<file path="src/ssmq_pkg.sv">
// Purpose: Shared constants and types for the speed monitor stop/start sequencer.
// Assumes: 200 MHz clock; register port with one-cycle read latency.
// Notes: Timing counts are derived from their printed times.
package ssmq_pkg;
    localparam int unsigned CLK_HZ = 200_000_000;
    localparam int unsigned WINDOW_S = 5;
    localparam longint unsigned WINDOW_CYC = longint'(WINDOW_S) * longint'(CLK_HZ);
    localparam int unsigned READY_MS = 200;
    localparam longint unsigned READY_CYC = longint'(READY_MS) * longint'(CLK_HZ) / 64'd1000;
    localparam int unsigned CNT_W = 32;
    localparam int unsigned SPEED_W = 16;

    localparam logic [3:0] ADDR_CTRL = 4'h0;
    localparam logic [3:0] ADDR_STAT = 4'h1;
    localparam logic [3:0] ADDR_IRQ_STAT = 4'h2;
    localparam logic [3:0] ADDR_IRQ_MASK = 4'h3;
    localparam logic [3:0] ADDR_LIMIT = 4'h4;

    localparam int unsigned CTRL_EXT_EN = 0;
    localparam int unsigned CTRL_KEEP = 1;

    localparam int unsigned EV_TIMEOUT = 0;
    localparam int unsigned EV_STOPPED = 1;
    localparam int unsigned EV_W = 2;
    localparam logic [15:0] LIMIT_RST = 16'h0000;

    typedef enum logic [2:0] {
        ST_OFF, ST_RUN, ST_RAMP, ST_TORQUE_OFF, ST_ARMED, ST_LOCKED
    } ssmq_state_type;

    typedef struct packed {
        logic run_request_bit;
        logic coast_stop_bit;
        logic quick_ramp_stop_command;
        logic torque_off_deselect_flag;
    } ssmq_cmd_type;

    typedef struct packed {
        logic [3:0] addr;
        logic [15:0] wdata;
        logic wr;
        logic rd;
    } ssmq_bus_type;
endpackage : ssmq_pkg

</file>
<file path="src/ssmq_timer.sv">
// Purpose: Down-counting window timer with restart and clear.
// Assumes: Synchronous active-low reset.
// Notes: Expiry is a one-cycle pulse when the count steps from one to zero.
`timescale 1ns/1ps
module ssmq_timer #(
    parameter int unsigned W = 32
) (
    input wire logic clk_in, // Clock.
    input wire logic rst_b_in, // Reset, active low.
    input wire logic start_in, // Load the count and run.
    input wire logic clear_in, // Stop the timer.
    input wire logic [W-1:0] load_in, // Count to load.
    output logic expire_out // One-cycle expiry pulse.
);
    logic [W-1:0] cnt_ff;
    logic [W-1:0] nxt_cnt;
    logic exp_ff;
    logic nxt_exp;

    always_comb begin
        nxt_cnt = cnt_ff;
        nxt_exp = 1'b0;
        if (start_in) begin
            nxt_cnt = load_in;
        end else if (clear_in) begin
            nxt_cnt = '0;
        end else if (cnt_ff != '0) begin
            nxt_cnt = cnt_ff - 1'b1;
            nxt_exp = (cnt_ff == {{(W-1){1'b0}}, 1'b1});
        end
    end

    always_ff @(posedge clk_in) begin
        if (!rst_b_in) begin
            cnt_ff <= '0;
            exp_ff <= 1'b0;
        end else begin
            cnt_ff <= nxt_cnt;
            exp_ff <= nxt_exp;
        end
    end

    assign expire_out = exp_ff;
endmodule : ssmq_timer

</file>
<file path="src/ssmq_cmp.sv">
// Purpose: Registered speed against limit comparison.
// Assumes: Speed is an unsigned magnitude.
// Notes: Result lags the speed input by one cycle.
`timescale 1ns/1ps
module ssmq_cmp #(
    parameter int unsigned W = 16
) (
    input wire logic clk_in, // Clock.
    input wire logic rst_b_in, // Reset, active low.
    input wire logic [W-1:0] speed_in, // Measured speed.
    input wire logic [W-1:0] limit_in, // Monitor limit.
    output logic below_out // Speed below limit.
);
    logic below_ff;
    logic nxt_below;

    always_comb begin
        nxt_below = (speed_in < limit_in);
    end

    always_ff @(posedge clk_in) begin
        if (!rst_b_in) begin
            below_ff <= 1'b0;
        end else begin
            below_ff <= nxt_below;
        end
    end

    assign below_out = below_ff;
endmodule : ssmq_cmp

</file>
<file path="src/ssmq_seq.sv">
// What this block does
// - Kept setting: torque-off on switch-off, monitor status held at 1.
// - Dropped setting: monitor status cleared to 0 on switch-off.
// - Ramp or quick ramp stop decelerates to standstill, then switches off.
// - Speed compared against limit during the ramp deceleration.
// - Coast stop switches off at once, no deceleration.
// - Coast stop above limit keeps below-limit feedback at 0.
// - Dropped setting accepts run request directly; monitor active when running.
// - No run request within 5 s: return to torque-off.
// - After timeout, run requests ignored until full sequence repeated.
// - Window expiry raises a switch-on timeout alarm.
// - Below-limit feedback is 0 after power-up.
// - Monitor active when extended functions enabled and limit above zero.
//
// Purpose: Switch-off and switch-on sequencer of the speed threshold monitor.
// Assumes: Commands and speed are synchronous; register reads answer next cycle.
// Notes: Window length is a parameter so simulation can shorten it.
`timescale 1ns/1ps
module ssmq_seq #(
    parameter longint unsigned WINDOW_CYCLES = ssmq_pkg::WINDOW_CYC,
    parameter longint unsigned READY_CYCLES = ssmq_pkg::READY_CYC,
    parameter int unsigned SPEED_W = ssmq_pkg::SPEED_W
) (
    input wire logic clk_in, // Clock, 200 MHz.
    input wire logic rst_b_in, // Synchronous reset, active low.
    input wire ssmq_pkg::ssmq_cmd_type cmd_in, // Command bits from the controller.
    input wire logic [SPEED_W-1:0] speed_in, // Measured motor speed.
    input wire logic standstill_in, // Motor has reached standstill.
    input wire ssmq_pkg::ssmq_bus_type bus_in, // Register port request.
    output logic [15:0] rdata_out, // Read data, one cycle after the strobe.
    output logic motor_on_out, // Pulses enabled.
    output logic decel_out, // Ramp deceleration in progress.
    output logic safe_torque_off_out, // Torque-off active flag.
    output logic below_limit_feedback_flag_out, // Speed below limit.
    output logic monitor_status_out, // Monitor status.
    output logic ready_to_switch_on_flag_out, // Ready to switch on.
    output logic switch_on_timeout_alarm_out, // Switch-on timeout alarm.
    output logic irq_out // Interrupt, high while an unmasked event is pending.
);
    ssmq_pkg::ssmq_state_type state_ff, nxt_state;
    logic [1:0] ctrl_ff, nxt_ctrl;
    logic [SPEED_W-1:0] limit_ff, nxt_limit;
    logic [ssmq_pkg::EV_W-1:0] ist_ff, nxt_ist, imask_ff, nxt_imask;
    logic [15:0] rdata_ff, nxt_rdata;
    logic on_ff, nxt_on, dec_ff, nxt_dec, sto_ff, nxt_sto, fb_ff, nxt_fb;
    logic stat_ff, nxt_stat, rdy_ff, nxt_rdy, alarm_ff, nxt_alarm, irq_ff, nxt_irq;
    logic deselect_ff, nxt_deselect;
    logic [ssmq_pkg::CNT_W-1:0] rdy_cnt_ff, nxt_rdy_cnt;
    logic below, win_expire, win_start, win_clear, active, keep, run_req, deselect_rise;
    logic [ssmq_pkg::EV_W-1:0] ev;

    ssmq_cmp #(.W(SPEED_W)) u_cmp (
        .clk_in(clk_in),
        .rst_b_in(rst_b_in),
        .speed_in(speed_in),
        .limit_in(limit_ff),
        .below_out(below)
    );

    ssmq_timer #(.W(ssmq_pkg::CNT_W)) u_win (
        .clk_in(clk_in),
        .rst_b_in(rst_b_in),
        .start_in(win_start),
        .clear_in(win_clear),
        .load_in(ssmq_pkg::CNT_W'(WINDOW_CYCLES)),
        .expire_out(win_expire)
    );

    assign keep = ctrl_ff[ssmq_pkg::CTRL_KEEP];
    assign active = ctrl_ff[ssmq_pkg::CTRL_EXT_EN] && (limit_ff != '0);
    assign run_req = cmd_in.run_request_bit && !cmd_in.coast_stop_bit && !cmd_in.quick_ramp_stop_command;
    assign deselect_rise = cmd_in.torque_off_deselect_flag && !deselect_ff;

    // Sequencer: deselection restarts the window, an accepted run clears it.
    always_comb begin
        nxt_state = state_ff;
        nxt_deselect = cmd_in.torque_off_deselect_flag;
        win_start = 1'b0;
        win_clear = 1'b0;
        nxt_alarm = alarm_ff;
        ev = '0;
        case (state_ff)
            ssmq_pkg::ST_OFF: begin
                if (active && keep) begin
                    nxt_state = ssmq_pkg::ST_TORQUE_OFF;
                end else if (run_req) begin
                    nxt_state = ssmq_pkg::ST_RUN;
                end
            end
            ssmq_pkg::ST_RUN: begin
                if (cmd_in.coast_stop_bit) begin
                    ev[ssmq_pkg::EV_STOPPED] = 1'b1;
                    nxt_state = (active && keep) ? ssmq_pkg::ST_TORQUE_OFF : ssmq_pkg::ST_OFF;
                end else if (!cmd_in.run_request_bit || cmd_in.quick_ramp_stop_command) begin
                    nxt_state = ssmq_pkg::ST_RAMP;
                end
            end
            ssmq_pkg::ST_RAMP: begin
                if (cmd_in.coast_stop_bit || standstill_in) begin
                    ev[ssmq_pkg::EV_STOPPED] = 1'b1;
                    nxt_state = (active && keep) ? ssmq_pkg::ST_TORQUE_OFF : ssmq_pkg::ST_OFF;
                end
            end
            ssmq_pkg::ST_TORQUE_OFF, ssmq_pkg::ST_LOCKED: begin
                // Only a fresh select-then-deselect reopens the window.
                if (!active || !keep) begin
                    nxt_state = ssmq_pkg::ST_OFF;
                end else if (deselect_rise) begin
                    win_start = 1'b1;
                    nxt_alarm = 1'b0;
                    nxt_state = ssmq_pkg::ST_ARMED;
                end
            end
            ssmq_pkg::ST_ARMED: begin
                if (!cmd_in.torque_off_deselect_flag) begin
                    win_clear = 1'b1;
                    nxt_state = ssmq_pkg::ST_TORQUE_OFF;
                end else if (win_expire) begin
                    nxt_alarm = 1'b1;
                    ev[ssmq_pkg::EV_TIMEOUT] = 1'b1;
                    nxt_state = ssmq_pkg::ST_LOCKED;
                end else if (run_req) begin
                    win_clear = 1'b1;
                    nxt_state = ssmq_pkg::ST_RUN;
                end
            end
            default: begin
                nxt_state = ssmq_pkg::ST_OFF;
            end
        endcase
    end

    // Ready indication: at once in the off state, else after the settle delay following deselection.
    always_comb begin
        nxt_rdy_cnt = rdy_cnt_ff;
        if (nxt_state != ssmq_pkg::ST_ARMED) begin
            nxt_rdy_cnt = '0;
        end else if (rdy_cnt_ff != ssmq_pkg::CNT_W'(READY_CYCLES)) begin
            nxt_rdy_cnt = rdy_cnt_ff + 1'b1;
        end
        nxt_rdy = (nxt_state == ssmq_pkg::ST_OFF)
            || ((nxt_state == ssmq_pkg::ST_ARMED) && (rdy_cnt_ff == ssmq_pkg::CNT_W'(READY_CYCLES)));
    end

    // Outputs derived from the next state so they are all registered.
    always_comb begin
        nxt_on = (nxt_state == ssmq_pkg::ST_RUN) || (nxt_state == ssmq_pkg::ST_RAMP);
        nxt_dec = (nxt_state == ssmq_pkg::ST_RAMP);
        nxt_sto = (nxt_state == ssmq_pkg::ST_TORQUE_OFF) || (nxt_state == ssmq_pkg::ST_LOCKED)
            || (nxt_state == ssmq_pkg::ST_ARMED);
        // Comparison continues while ramping; after switch-off the kept setting freezes the last result, the dropped one clears it.
        if (!active) begin
            nxt_fb = 1'b0;
        end else if (nxt_on) begin
            nxt_fb = below;
        end else if (keep) begin
            nxt_fb = fb_ff;
        end else begin
            nxt_fb = 1'b0;
        end
        if (!active) begin
            nxt_stat = 1'b0;
        end else if (nxt_on) begin
            nxt_stat = 1'b1;
        end else begin
            nxt_stat = keep;
        end
    end

    // Register port and interrupt status.
    always_comb begin
        nxt_ctrl = ctrl_ff;
        nxt_limit = limit_ff;
        nxt_imask = imask_ff;
        nxt_ist = ist_ff;
        nxt_rdata = '0;
        if (bus_in.wr) begin
            case (bus_in.addr)
                ssmq_pkg::ADDR_CTRL: nxt_ctrl = bus_in.wdata[1:0];
                ssmq_pkg::ADDR_LIMIT: nxt_limit = bus_in.wdata[SPEED_W-1:0];
                ssmq_pkg::ADDR_IRQ_MASK: nxt_imask = bus_in.wdata[ssmq_pkg::EV_W-1:0];
                ssmq_pkg::ADDR_IRQ_STAT: nxt_ist = ist_ff & ~bus_in.wdata[ssmq_pkg::EV_W-1:0];
                default: nxt_ctrl = ctrl_ff;
            endcase
        end
        nxt_ist = nxt_ist | ev;
        if (bus_in.rd) begin
            case (bus_in.addr)
                ssmq_pkg::ADDR_CTRL: nxt_rdata = {14'h0000, ctrl_ff};
                ssmq_pkg::ADDR_STAT: nxt_rdata = {9'h000, alarm_ff, rdy_ff, stat_ff, fb_ff, sto_ff, dec_ff, on_ff};
                ssmq_pkg::ADDR_IRQ_STAT: nxt_rdata = {14'h0000, ist_ff};
                ssmq_pkg::ADDR_IRQ_MASK: nxt_rdata = {14'h0000, imask_ff};
                ssmq_pkg::ADDR_LIMIT: nxt_rdata = 16'(limit_ff);
                default: nxt_rdata = '0;
            endcase
        end
        nxt_irq = |(nxt_ist & nxt_imask);
    end

    always_ff @(posedge clk_in) begin
        if (!rst_b_in) begin
            state_ff <= ssmq_pkg::ST_OFF;
            deselect_ff <= 1'b0;
            ctrl_ff <= '0;
            limit_ff <= ssmq_pkg::LIMIT_RST[SPEED_W-1:0];
            imask_ff <= '0;
            ist_ff <= '0;
            rdata_ff <= '0;
            on_ff <= 1'b0;
            dec_ff <= 1'b0;
            sto_ff <= 1'b0;
            fb_ff <= 1'b0;
            stat_ff <= 1'b0;
            rdy_ff <= 1'b0;
            alarm_ff <= 1'b0;
            irq_ff <= 1'b0;
            rdy_cnt_ff <= '0;
        end else begin
            state_ff <= nxt_state;
            deselect_ff <= nxt_deselect;
            ctrl_ff <= nxt_ctrl;
            limit_ff <= nxt_limit;
            imask_ff <= nxt_imask;
            ist_ff <= nxt_ist;
            rdata_ff <= nxt_rdata;
            on_ff <= nxt_on;
            dec_ff <= nxt_dec;
            sto_ff <= nxt_sto;
            fb_ff <= nxt_fb;
            stat_ff <= nxt_stat;
            rdy_ff <= nxt_rdy;
            alarm_ff <= nxt_alarm;
            irq_ff <= nxt_irq;
            rdy_cnt_ff <= nxt_rdy_cnt;
        end
    end

    assign rdata_out = rdata_ff;
    assign motor_on_out = on_ff;
    assign decel_out = dec_ff;
    assign safe_torque_off_out = sto_ff;
    assign below_limit_feedback_flag_out = fb_ff;
    assign monitor_status_out = stat_ff;
    assign ready_to_switch_on_flag_out = rdy_ff;
    assign switch_on_timeout_alarm_out = alarm_ff;
    assign irq_out = irq_ff;

    property p_keep_sto;
        @(posedge clk_in) disable iff (!rst_b_in)
        (active && keep && !on_ff) |=> (sto_ff || on_ff);
    endproperty
    a_keep_sto: assert property (p_keep_sto) else $error("Motor off without torque-off.");
    property p_off_keep;
        @(posedge clk_in) disable iff (!rst_b_in)
        ($fell(on_ff) && active && keep) |-> (sto_ff && stat_ff);
    endproperty
    a_off_keep: assert property (p_off_keep) else $error("Kept setting did not force torque-off.");
    property p_off_drop;
        @(posedge clk_in) disable iff (!rst_b_in)
        ($fell(on_ff) && !keep) |-> !stat_ff;
    endproperty
    a_off_drop: assert property (p_off_drop) else $error("Dropped setting kept monitor status.");
    property p_ramp;
        @(posedge clk_in) disable iff (!rst_b_in)
        (dec_ff && !standstill_in && !cmd_in.coast_stop_bit) |=> on_ff;
    endproperty
    a_ramp: assert property (p_ramp) else $error("Motor switched off before standstill.");
    property p_track;
        @(posedge clk_in) disable iff (!rst_b_in)
        (dec_ff && active && $past(dec_ff)) |-> (fb_ff == $past(below));
    endproperty
    a_track: assert property (p_track) else $error("Speed not compared during ramp.");
    property p_coast;
        @(posedge clk_in) disable iff (!rst_b_in)
        (on_ff && cmd_in.coast_stop_bit) |=> !on_ff;
    endproperty
    a_coast: assert property (p_coast) else $error("Coast stop did not switch off at once.");
    property p_timeout;
        @(posedge clk_in) disable iff (!rst_b_in)
        (state_ff == ssmq_pkg::ST_ARMED && win_expire && cmd_in.torque_off_deselect_flag)
            |=> (alarm_ff && sto_ff && state_ff == ssmq_pkg::ST_LOCKED);
    endproperty
    a_timeout: assert property (p_timeout) else $error("Window expiry not handled.");
    property p_locked;
        @(posedge clk_in) disable iff (!rst_b_in)
        (state_ff == ssmq_pkg::ST_LOCKED) |=> !on_ff;
    endproperty
    a_locked: assert property (p_locked) else $error("Run accepted after timeout.");
    property p_irq;
        @(posedge clk_in) disable iff (!rst_b_in)
        $rose(alarm_ff) |-> ist_ff[ssmq_pkg::EV_TIMEOUT];
    endproperty
    a_irq: assert property (p_irq) else $error("Timeout alarm not latched.");
    property p_inactive;
        @(posedge clk_in) disable iff (!rst_b_in)
        !active |=> !fb_ff;
    endproperty
    a_inactive: assert property (p_inactive) else $error("Feedback set while monitor inactive.");
    property p_coast_fb;
        @(posedge clk_in) disable iff (!rst_b_in)
        (on_ff && cmd_in.coast_stop_bit && !fb_ff) |=> !fb_ff;
    endproperty
    a_coast_fb: assert property (p_coast_fb) else $error("Feedback rose on coast stop.");
    property p_run_drop;
        @(posedge clk_in) disable iff (!rst_b_in)
        (state_ff == ssmq_pkg::ST_OFF && !keep && run_req) |=> on_ff;
    endproperty
    a_run_drop: assert property (p_run_drop) else $error("Run request refused with dropped setting.");
    property p_run_status;
        @(posedge clk_in) disable iff (!rst_b_in)
        (on_ff && $past(active)) |-> stat_ff;
    endproperty
    a_run_status: assert property (p_run_status) else $error("Monitor status low while running.");
    property p_pwrup;
        @(posedge clk_in) disable iff (!rst_b_in)
        $rose(rst_b_in) |-> (!fb_ff && !stat_ff);
    endproperty
    a_pwrup: assert property (p_pwrup) else $error("Feedback not cleared by reset.");
    property p_reopen;
        @(posedge clk_in) disable iff (!rst_b_in)
        (state_ff == ssmq_pkg::ST_LOCKED && deselect_rise && active && keep)
            |=> (state_ff == ssmq_pkg::ST_ARMED && sto_ff && !alarm_ff);
    endproperty
    a_reopen: assert property (p_reopen) else $error("Full sequence did not reopen the window.");
    property p_run_clear;
        @(posedge clk_in) disable iff (!rst_b_in)
        (state_ff == ssmq_pkg::ST_ARMED && cmd_in.torque_off_deselect_flag && !win_expire && run_req)
            |=> (on_ff && !win_expire);
    endproperty
    a_run_clear: assert property (p_run_clear) else $error("Accepted run did not stop the window.");
    property p_stop_irq;
        @(posedge clk_in) disable iff (!rst_b_in)
        $fell(on_ff) |-> ist_ff[ssmq_pkg::EV_STOPPED];
    endproperty
    a_stop_irq: assert property (p_stop_irq) else $error("Switch-off event not latched.");
    property p_alarm_sticky;
        @(posedge clk_in) disable iff (!rst_b_in)
        (alarm_ff && !deselect_rise) |=> alarm_ff;
    endproperty
    a_alarm_sticky: assert property (p_alarm_sticky) else $error("Timeout alarm dropped early.");
endmodule : ssmq_seq

</file>
<file path="config.mk">
export PLATFORM = sky130hd
export DESIGN_NAME = ssmq_seq
export DESIGN_NICKNAME = d
export VERILOG_FILES = /design/src/ssmq_pkg.sv /design/src/ssmq_timer.sv /design/src/ssmq_cmp.sv /design/src/ssmq_seq.sv
export SDC_FILE = /design/constraint.sdc
export NUM_CORES = 1
export LEC_CHECK = 0
export ABC_CLOCK_PERIOD_IN_PS = 3100
export BUFFER_PORTS_ARGS = -buffer_cell sky130_fd_sc_hd__buf_2
export CAP_MARGIN = 0
export CORE_UTILIZATION = 55
export CTS_CLUSTER_DIAMETER = 40
export DETAILED_ROUTE_END_ITERATION = 12
export PLACE_DENSITY = 0.8
export RECOVER_POWER = 50
export SKIP_LAST_GASP = 1
export SLEW_MARGIN = 20
export SYNTH_ARGS = -nofsm -noshare
export SYNTH_HDL_FRONTEND = slang
export SYNTH_SLANG_ARGS = --single-unit
</file>
<file path="constraint.sdc">
create_clock -name clk_in -period 3.1 [get_ports clk_in]
set_clock_uncertainty 0.1 [all_clocks]
set_input_delay 0.31 -clock clk_in [delete_from_list [all_inputs] [get_ports clk_in]]
set_output_delay 0.31 -clock clk_in [all_outputs]
set_load 0.01 [all_outputs]
</file>
* Word-level counts from Yosys, hierarchy flattened
Index checks and enable logic that the tools add are counted.
** Operators by class
- $add $sub $neg :: 2
- Magnitude comparators :: 1
- Equality and inequality tests :: 23
- Mux-type cells :: 40
- Bitwise operators :: 6
- Reduce and logical (&&, ||, !) cells :: 36
** Operators with widths (count)
- 30-bit two-way mux :: 3
- 16-bit case mux with 5 select lines :: 1
- 32-bit by 1-bit adder with 32-bit output (second input constant) :: 1
- 32-bit by 1-bit == test with 1-bit output (second input constant) :: 1
- 32-bit by 26-bit == test with 1-bit output (second input constant) :: 1
- 32-bit by 26-bit inequality test with 1-bit output (second input constant) :: 1
- 32-bit nonzero test :: 1
- 32-bit by 1-bit subtractor with 32-bit output (second input constant) :: 1
- 3-bit two-way mux :: 9
- 1-bit two-way mux :: 19
- 16-bit less-than comparator :: 1
- 16-bit nonzero test :: 1
- 3-bit case mux with 5 select lines :: 1
- 3-bit by 2-bit == test with 1-bit output (second input constant) :: 4
- 3-bit == test (second input constant) :: 4
- 2-bit two-way mux :: 5
- 4-bit by 2-bit == test with 1-bit output (second input constant) :: 2
- 2-bit AND reduction :: 4
- 1-bit logical OR :: 7
- 3-bit by 1-bit == test with 1-bit output (second input constant) :: 2
- 1-bit logical AND :: 6
- 1-bit zero test :: 6
- 3-bit zero test :: 2
- 2-bit inequality test (second input constant) :: 3
- 16 further kinds :: 22
** Storage, ports and cells
- Register bits after elaboration :: 116
- Word-level logic and storage cells :: 128

* Logic depth before layout (Yosys ltp)
Gate-level depths: netlist (run 1).
- Depth in word-level cells :: 10
- Gate-level depth with buffers :: 8
- Gate-level depth less buffers :: 8

* Hierarchy
From an unflattened synthesis (run 1), not the netlist that was laid out.
** Unflattened totals
- Cell total of the unflattened synthesis :: 719
- Area, all modules :: 6048.3 um^2
** By module, submodules not included
- ssmq_seq :: times used 1, cells each 413, area an instance 3587.2 um^2
- ssmq_timer :: times used 1, cells each 253, area an instance 2062.0 um^2
- ssmq_cmp :: times used 1, cells each 53, area an instance 399.1 um^2

* Worst setup path before layout (run 1)
OpenSTA, ideal clock, no wires.
- Path type :: reg-to-reg
- From :: register u_win.cnt_ff[27]
- To :: register u_win.cnt_ff[31]
- Setup time :: 0.129 ns
- Arrival time :: 2.207 ns
- Slack :: 0.664 ns
- Cell stages (with the launch flop) :: 8
- Path buffers :: 1
- Cell sequence :: dfxtp_1 > or4_4 > or4_4 > or4_1 > buf_2 > nand3b_1 > xor2_1 > nor2_1
** Between the ends
- Longest elaborated chain between the ends :: 1
- Elaborated cells between the ends (all ways) :: 2
** RTL lines
- start: declaration :: RTL line ssmq_timer.sv:15 : logic [W-1:0] cnt_ff;
- start signal: assignment :: RTL line ssmq_timer.sv:38 : cnt_ff <= nxt_cnt;
- 32-bit by 1-bit subtractor with 32-bit output or 32-bit nonzero test (tied branches) :: RTL line ssmq_timer.sv:28, ssmq_timer.sv:27
Parallel ways exist; a longest one is shown, timed or not.
A chain may end at the register's enable or synchronous reset.

* Worst setup path after layout (run 1)
- From :: register u_win.cnt_ff[20]
- To :: register u_win.cnt_ff[7]
** Between the ends
- Longest elaborated chain between the ends :: 1
** RTL lines
- 32-bit nonzero test :: RTL line ssmq_timer.sv:27 : end else if (cnt_ff != '0) begin
No other way between the ends.

==> flow_summary.rst, run 1 <==
.. list-table::
   :header-rows: 1

   * - Metric
     - Value
   * - # nets final
     - 789
   * - Crit Reg-Reg Startpoint
     - u_win.cnt_ff[20]
   * - Placeable core region
     - 9420 sq um
   * - Combined flip-flop and latch cell area
     - around 2300 sq um
   * - Area fraction of the dominant cell type after synthesis
     - 42.6%
   * - Dominant cells by area after synthesis
     - sky130_fd_sc_hd__dfxtp_1 43%, sky130_fd_sc_hd__xor2_1 6.6%, sky130_fd_sc_hd__nor2_1 6.1%
   * - # IOs
     - 69
   * - End point of the worst hold path
     - deselect_ff
   * - Global Route Usage Sum
     - 27.0%
   * - Antenna viol nets, final
     - 0
   * - Worst stage delay on the critical path
     - 0.79 ns
   * - Deepest level of the CTS H-tree
     - 4
   * - Number of flops mapped to enable cells by yosys
     - 0
   * - Area of the die
     - 10300 sq um
   * - End of the worst register-to-register path
     - u_win.cnt_ff[7]
   * - Main synth FF type
     - sky130_fd_sc_hd__dfxtp_1
   * - First drt pass iteration count
     - 7
   * - Pin count of the biggest net entering global routing
     - 33
   * - Wire length of the first global-routing pass
     - 21.6 mm
   * - Detailed-route vias per instance
     - between 5 and 6
   * - Buffer count from post-CTS setup fixing
     - 0
   * - Gate Count Post-Synth
     - approximately 640
   * - Critical Path RT
     - 3.41 ns
   * - Most common cell in the netlist
     - sky130_fd_sc_hd__dfxtp_1
   * - Fill cell count
     - 718
   * - Type of destination of the critical path
     - flop
   * - Number of endpoints with negative hold slack in the final report
     - 0
   * - Hold Path Stages
     - 2
   * - Fraction of layout instances using a drive strength above 1
     - 12.3%
   * - Port-buffer cells
     - 68
   * - RSZ-0062 raised after global routing
     - false
   * - Worst setup SP type
     - flop
   * - Maximum Capacitance Violations
     - 0
   * - Row count
     - 35
   * - Vias in the first global route
     - 4816
   * - Effective utilization at floorplan
     - around 58%
   * - Clock-pin slew reported for the worst setup and hold paths after clock tree synthesis
     - 0.06 ns
   * - Final Max Tran Viols
     - 0
   * - Final count of negative-setup-slack endpoints
     - 0
   * - Crit path time final
     - roughly 2.7 ns
   * - Hold slack final
     - between 0.04 and 0.05 ns
   * - Initial antenna violation count
     - 1
   * - Signed area change from the synthesized netlist to the final layout
     - 21.4%
   * - Period utilization
     - 85.8%
   * - Commonest cells in the netlist
     - 116 x sky130_fd_sc_hd__dfxtp_1, 88 x sky130_fd_sc_hd__nor2_1, 72 x sky130_fd_sc_hd__nand2_1
   * - Syn nets
     - between 700 and 800
   * - Detailed placer's ending HPWL
     - roughly 8.8 mm
   * - Clock Path Buffers
     - 2
   * - Fin Setup TNS
     - 0 ns
   * - FF+latch count, synth
     - 116
   * - Power density over cell area
     - roughly 840 nW/um^2
   * - VDD IR max
     - 445 uV
   * - Synthesized area divided by synthesized cell count
     - 8.54 sq um
   * - Number of buffers added by the clock tree synthesis step
     - 17
   * - Status
     - complete, no violations
   * - Final std cell area, no fill
     - ~6600 sq um
   * - LEAKAGE
     - 2.47 nW
   * - Total via count in the routed design
     - approximately 5000
   * - Highest fanout seen on the critical path
     - 8
   * - Relative slew slack
     - 37.6%
   * - WL/cell
     - 15.1 microns
   * - Cell at the slowest stage of the critical path
     - sky130_fd_sc_hd__or4_1
   * - Class of the tightest hold or removal check
     - in -> reg
   * - Netlist Area Pre-Place
     - 5450 sq um
   * - Post-synthesis cell type with the largest combined area
     - sky130_fd_sc_hd__dfxtp_1
   * - Horizontal die dimension
     - 102 microns
   * - Proportion of synthesized chip area in sequential cells
     - 42.6%
   * - Global-route congestion overflow total
     - 0
   * - Origin of the worst min-delay path
     - cmd_in[0]
   * - Netlist cell types
     - 62
   * - Share of flip-flops with an asynchronous set or reset after synthesis
     - 0%
   * - Final routed wirelength across all metal layers
     - about 13 mm
   * - Die Y-Extent
     - 102 microns
   * - YS warnings
     - 0
   * - Clock Root Buffer
     - sky130_fd_sc_hd__clkbuf_8
   * - Register-to-Register Path Depth
     - 6
   * - Path type of the worst setup path
     - reg -> reg
   * - Total design power
     - 5.57 mW
   * - CTS tree
     - done
   * - Critical path cell sequence
     - nor4_1 > nand3b_1 > or4_1 > nand4b_2 > xor2_1 > nor2_1
   * - Finished Core Util
     - 70.3%
   * - Transition time of the tightest slew-check pin
     - 0.923 ns
   * - TritonCTS sink count
     - roughly 120
   * - Final weighted congestion in routability-driven placement
     - 0.850
   * - Post-DP Area
     - 5920 sq um
   * - Ant diodes
     - 0
   * - Area occupied by multi-input gates
     - 2940 sq um
   * - Maximum operating frequency
     - 0.376 GHz
   * - Arr. time, crit path
     - 2.97 ns
   * - DRC viols
     - 0
   * - Clk_lat worst skew
     - 0.52 ns
   * - First DRT Iteration DRCs
     - 303
   * - Register-to-register setup slack
     - 0.44 ns
power by group:
part / total (mW) / internal [mW] / switching, mW / leakage [nW]
combinational: 1.72 / 0.711 / 1.01 / 1.25
sequential: 1.91 / 1.69 / 0.213 / 0.939
clock: 1.94 / 1.24 / 0.703 / 0.283
state kept, by name, indices dropped and copies added (netlist names):
name                           count
below_limit_feedback_flag_out      1
rdata_out                         16
switch_on_timeout_alarm_out        1
imask_ff                           2
state_ff                           3
u_win.cnt_ff                      32
ctrl_ff                            2
decel_out                          1
ready_to_switch_on_flag_out        1
monitor_status_out                 1
u_cmp.below_out                    1
rdy_cnt_ff                        32
ist_ff                             2
deselect_ff                        1
u_win.expire_out                   1
limit_ff                          16
motor_on_out                       1
safe_torque_off_out                1
irq_out                            1
metrics by stage:
stage	worst slack (ns)	instances
3_5_place_dp	0.499	819
3_3_place_gp	0.545	819
6_report	0.440	866
4_1_cts	0.456	866
2_1_floorplan	0.664	638
5_1_grt	0.222	866
cell families (layout without fill, tap and decap cells):
kind of cell | Yosys count | count (layout) | synth area share, %
compound gates | 89 | 89 | 10.4
xor+xnor | 58 | 58 | 9.32
mux | 8 | 8 | 1.72
fa+ha+maj | 19 | 19 | 4.36
buf+inv | 48 | 147 | 3.33
simple gates | 300 | 300 | 28.2
flops | 116 | 116 | 42.6
cell usage in the layout, fill, tap and decap left out, drive strengths merged, types with 3 or more instances in the layout:
| master | count |
|---|---|
| a211oi | 3 |
| a21o | 4 |
| a21oi | 29 |
| a22oi | 8 |
| a31oi | 4 |
| and2 | 19 |
| and3 | 10 |
| and4 | 5 |
| buf | 47 |
| bufinv | 3 |
| clkbuf | 46 |
| clkinv | 7 |
| clkinvlp | 3 |
| dfxtp | 116 |
| dlygate4sd3 | 16 |
| ha | 19 |
| inv | 25 |
| mux2i | 6 |
| nand2 | 72 |
| nand2b | 5 |
| nand3 | 21 |
| nand3b | 3 |
| nand4 | 15 |
| nor2 | 88 |
| nor2b | 6 |
| nor3 | 9 |
| nor3b | 4 |
| nor4 | 24 |
| nor4b | 6 |
| o21ai | 20 |
| o31ai | 3 |
| or4 | 4 |
| xnor2 | 17 |
| xor2 | 41 |
critical path, delay by kind of cell, from the launching register on:
kind / cells / cell delay, ns
XOR/XNOR: 1 / 0.15
AND/OR/NAND/NOR: 5 / 1.94
flip-flops: 1 / 0.35
per-layer routing:
| layer | global-route usage, % | part of all wire (%) | wire (microns) | vias to the layer above |
|---|---|---|---|---|
| li1 | - | - | - | 2406 |
| met2 | 47.5 | 49 | 6450 | 186 |
| met5 | 0 | 0.084 | 11 | - |
| met1 | 29.4 | 42 | 5440 | 2253 |
| met4 | 13.5 | 2.3 | 295 | 2 |
| met3 | 8.14 | 6.5 | 855 | 35 |
layout make-up:
class,instances,area share (%)
multi-input cells,474,44.4
flip-flops and latches,116,35.1
repair buffers,91,7.75
clock buffers,18,6.47
well taps,129,2.44
clock inverters,13,2.40
inverters,25,1.42
how the worst max path moves through the flow:
stage / from / to / slack, ns / cells after the start
4_1_cts: u_win.cnt_ff[27] / u_win.cnt_ff[7] / 0.46 / 6
3_5_place_dp: u_win.cnt_ff[27] / u_win.cnt_ff[31] / 0.50 / 6
3_3_place_gp: u_win.cnt_ff[27] / u_win.cnt_ff[7] / 0.55 / 6
5_1_grt: u_win.cnt_ff[20] / u_win.cnt_ff[9] / 0.22 / 6
2_1_floorplan: u_win.cnt_ff[27] / u_win.cnt_ff[31] / 0.66 / 7
6_report: u_win.cnt_ff[20] / u_win.cnt_ff[7] / 0.44 / 6
what timing repair did:
action | 4_1_cts | 5_1_grt
gates resized for setup | 0 | 0
endpoints found under the hold margin | 16 | 0
hold buffers | 16 | 0
Power figures use the tool's default switching activity.
==> run 2, diff against run 1 <==
Settings changed: ABC_CLOCK_PERIOD_IN_PS 3100 to 3200, MAX_ROUTING_LAYER set to met4.
Clock period 3.1 ns to 3.2 ns, I/O delays scaled along.
==> run 2 against run 1 <==
Against the previous run: combinational power fell by 3%; largest power group unchanged; fmax barely moved; non-clock buffer count rose by 1; die area did not move; final area rose by 0.40%; utilization rose by 0.28 points.
==> flow_summary.rst, run 2 (synthesized netlist as in run 1, its figures left out) <==
.. list-table::
   :header-rows: 1

   * - Metric
     - Value
   * - Status
     - complete, no violations
   * - Detailed-route vias per instance
     - 5.64 (about the same)
   * - TritonCTS sink count
     - 116 (unchanged)
   * - Fin Setup TNS
     - 0 ns (unchanged)
   * - Clk_lat worst skew
     - 0.51 ns (about the same)
   * - # IOs
     - 69 (unchanged)
   * - WL/cell
     - 14.8 microns (-1.8%)
   * - Fill cell count
     - 694 (-3.3%)
   * - Clock Root Buffer
     - sky130_fd_sc_hd__clkbuf_8
   * - Total via count in the routed design
     - 4893 (+0.23%)
   * - Final std cell area, no fill
     - 6650 sq um (+0.40%)
   * - Area of the die
     - 10300 sq um (unchanged)
   * - Fraction of layout instances using a drive strength above 1
     - 12.3% (-0.033 points)
   * - Final count of negative-setup-slack endpoints
     - 0 (unchanged)
   * - Buffer count from post-CTS setup fixing
     - 0 (unchanged)
   * - Ant diodes
     - 0 (unchanged)
   * - Transition time of the tightest slew-check pin
     - 0.902 ns (-0.0217 ns)
   * - Most used cells in the layout excluding fill and tap cells
     - 116 x sky130_fd_sc_hd__dfxtp_1, 88 x sky130_fd_sc_hd__nor2_1, 72 x sky130_fd_sc_hd__nand2_1
   * - Highest fanout seen on the critical path
     - 8 (unchanged)
   * - Die Y-Extent
     - 102 microns (unchanged)
   * - Area occupied by multi-input gates
     - 2940 sq um (unchanged)
   * - DRC viols
     - 0 (unchanged)
   * - Hold slack final
     - 0.0697 ns (+0.0220 ns)
   * - Detailed placer's ending HPWL
     - 8.82 mm (+0.64%)
   * - Critical Path Most Common Cell
     - sky130_fd_sc_hd__or4_4
   * - Total design power
     - 5.43 mW (-2.5%)
   * - Final worst-path setup slack
     - 0.540 ns (+0.0999 ns)
   * - Number of buffers added by the clock tree synthesis step
     - 17 (unchanged)
   * - Maximum Capacitance Violations
     - 0 (unchanged)
   * - Critical Path RT
     - 3.50 ns (+0.09 ns)
   * - Horizontal die dimension
     - 102 microns (unchanged)
   * - Row count
     - 35 (unchanged)
   * - Class of the tightest hold or removal check
     - in -> reg
   * - Period utilization
     - 83.1% (-2.7 points)
   * - Worst setup SP type
     - flop
   * - Signed area change from the synthesized netlist to the final layout
     - 21.9%
   * - RSZ-0062 raised after global routing
     - false
   * - Arr. time, crit path
     - 2.96 ns (about the same)
   * - Placeable core region
     - 9420 sq um (unchanged)
   * - VDD IR max
     - 461 uV (+3.6%)
   * - Worst stage delay on the critical path
     - 0.71 ns (-0.08 ns)
   * - Vias in the first global route
     - 4651 (-3.4%)
   * - Registers with the most flip-flops
     - rdy_cnt_ff: 32 flops, u_win.cnt_ff: 32 flops
   * - Path type of the worst setup path
     - reg -> reg
   * - Global Route Usage Sum
     - 27.1% (+0.10 points)
   * - Power density over cell area
     - 817 nW/um^2 (-2.9%)
   * - Type of destination of the critical path
     - flop
   * - Effective utilization at floorplan
     - 57.9% (unchanged)
   * - LEAKAGE
     - 2.48 nW (+0.40%)
   * - Initial antenna violation count
     - 0 (-1)
   * - Placed insts
     - 820 (+0.12%)
   * - Clock-pin slew reported for the worst setup and hold paths after clock tree synthesis
     - 0.06 ns (about the same)
   * - Final weighted congestion in routability-driven placement
     - 0.861 (+1.3%)
   * - First DRT Iteration DRCs
     - 300 (-0.99%)
   * - Maximum operating frequency
     - 0.376 GHz (about the same)
   * - Final routed wirelength across all metal layers
     - 12.9 mm (-1.6%)
   * - Port-buffer cells
     - 68 (unchanged)
   * - Combined flip-flop and latch cell area
     - 2320 sq um (unchanged)
   * - Clock Path Buffers
     - 2 (unchanged)
   * - Cell at the slowest stage of the critical path
     - sky130_fd_sc_hd__or4_1
   * - Finished Core Util
     - 70.6% (+0.28 points)
   * - Global-route congestion overflow total
     - 0 (unchanged)
   * - Wire length of the first global-routing pass
     - 21.1 mm (-2.6%)
   * - CTS tree
     - done
   * - Post-DP Area
     - 5930 sq um (+0.13%)
   * - Post-route insts no fill
     - 868 (+0.23%)
   * - Antenna viol nets, final
     - 0 (unchanged)
   * - Number of endpoints with negative hold slack in the final report
     - 0 (unchanged)
   * - Crit path time final
     - 2.66 ns (+0.0000760 ns)
   * - Final Max Tran Viols
     - 0 (unchanged)
   * - Pin count of the biggest net entering global routing
     - 33 (unchanged)
   * - Deepest level of the CTS H-tree
     - 4 (unchanged)
   * - Critical path cell sequence
     - or4_4 > or4_4 > or4_1 > nand4b_2 > xor2_1 > nor2_1
   * - # nets final
     - 790 (+0.13%)
   * - Most common cell after layout, fill and taps aside
     - sky130_fd_sc_hd__dfxtp_1
   * - Relative slew slack
     - 39.0% (+1.5 points)
   * - First drt pass iteration count
     - 5 (-2)
   * - Pre-CTS setup slack
     - 0.581 ns (+0.0827 ns)
## run 2: power breakdown
| part | total [mW] | internal, mW | leakage (nW) | switching (mW) |
|---|---|---|---|---|
| combinational | 1.66 | 0.702 | 1.25 | 0.962 |
| sequential | 1.84 | 1.64 | 0.939 | 0.199 |
| clock | 1.92 | 1.26 | 0.288 | 0.664 |
## run 2: worst paths after layout
path / start / endpoint / slack (ns) / cells after the start
worst min-delay path: cmd_in[0] / deselect_ff / 0.07 / 2
worst max register to register: u_win.cnt_ff[27] / u_win.cnt_ff[7] / 0.54 / 6
worst min register to register: limit_ff[8] / limit_ff[8] / 0.38 / 2
worst max-delay path: u_win.cnt_ff[27] / u_win.cnt_ff[7] / 0.54 / 6
## run 2: critical path: cells and delay by family, from the launching register on
| kind | cells | cell delay (ns) |
|---|---|---|
| and+or+nand+nor | 5 | 1.92 |
| DFF | 1 | 0.35 |
| xor gates and xnor gates | 1 | 0.17 |
## run 2: per-layer routing
| metal | routed length, microns | track usage (%) | share of wire (%) | vias to the layer above |
|---|---|---|---|---|
| met2 | 6320 | 45.3 | 49 | 169 |
| met3 | 663 | 6.21 | 5.2 | 28 |
| li1 | - | - | - | 2399 |
| met1 | 5590 | 30.4 | 44 | 2297 |
| met4 | 272 | 13.3 | 2.1 | 0 |
| met5 | 0 | - | 0 | - |
## run 2: final cells by class
type	instances	area share, %
well taps	129	2.43
multi-input cells	474	44.3
flip-flops and latches	116	34.9
inverters	25	1.41
clock inverters	13	2.77
repair buffers	92	7.83
clock buffers	19	6.35
## run 2: repair_timing
| action | in CTS | in global routing |
|---|---|---|
| resized for setup | 0 | 0 |
| hold endpoints to repair | 16 | 0 |
| hold buffers | 16 | 0 |
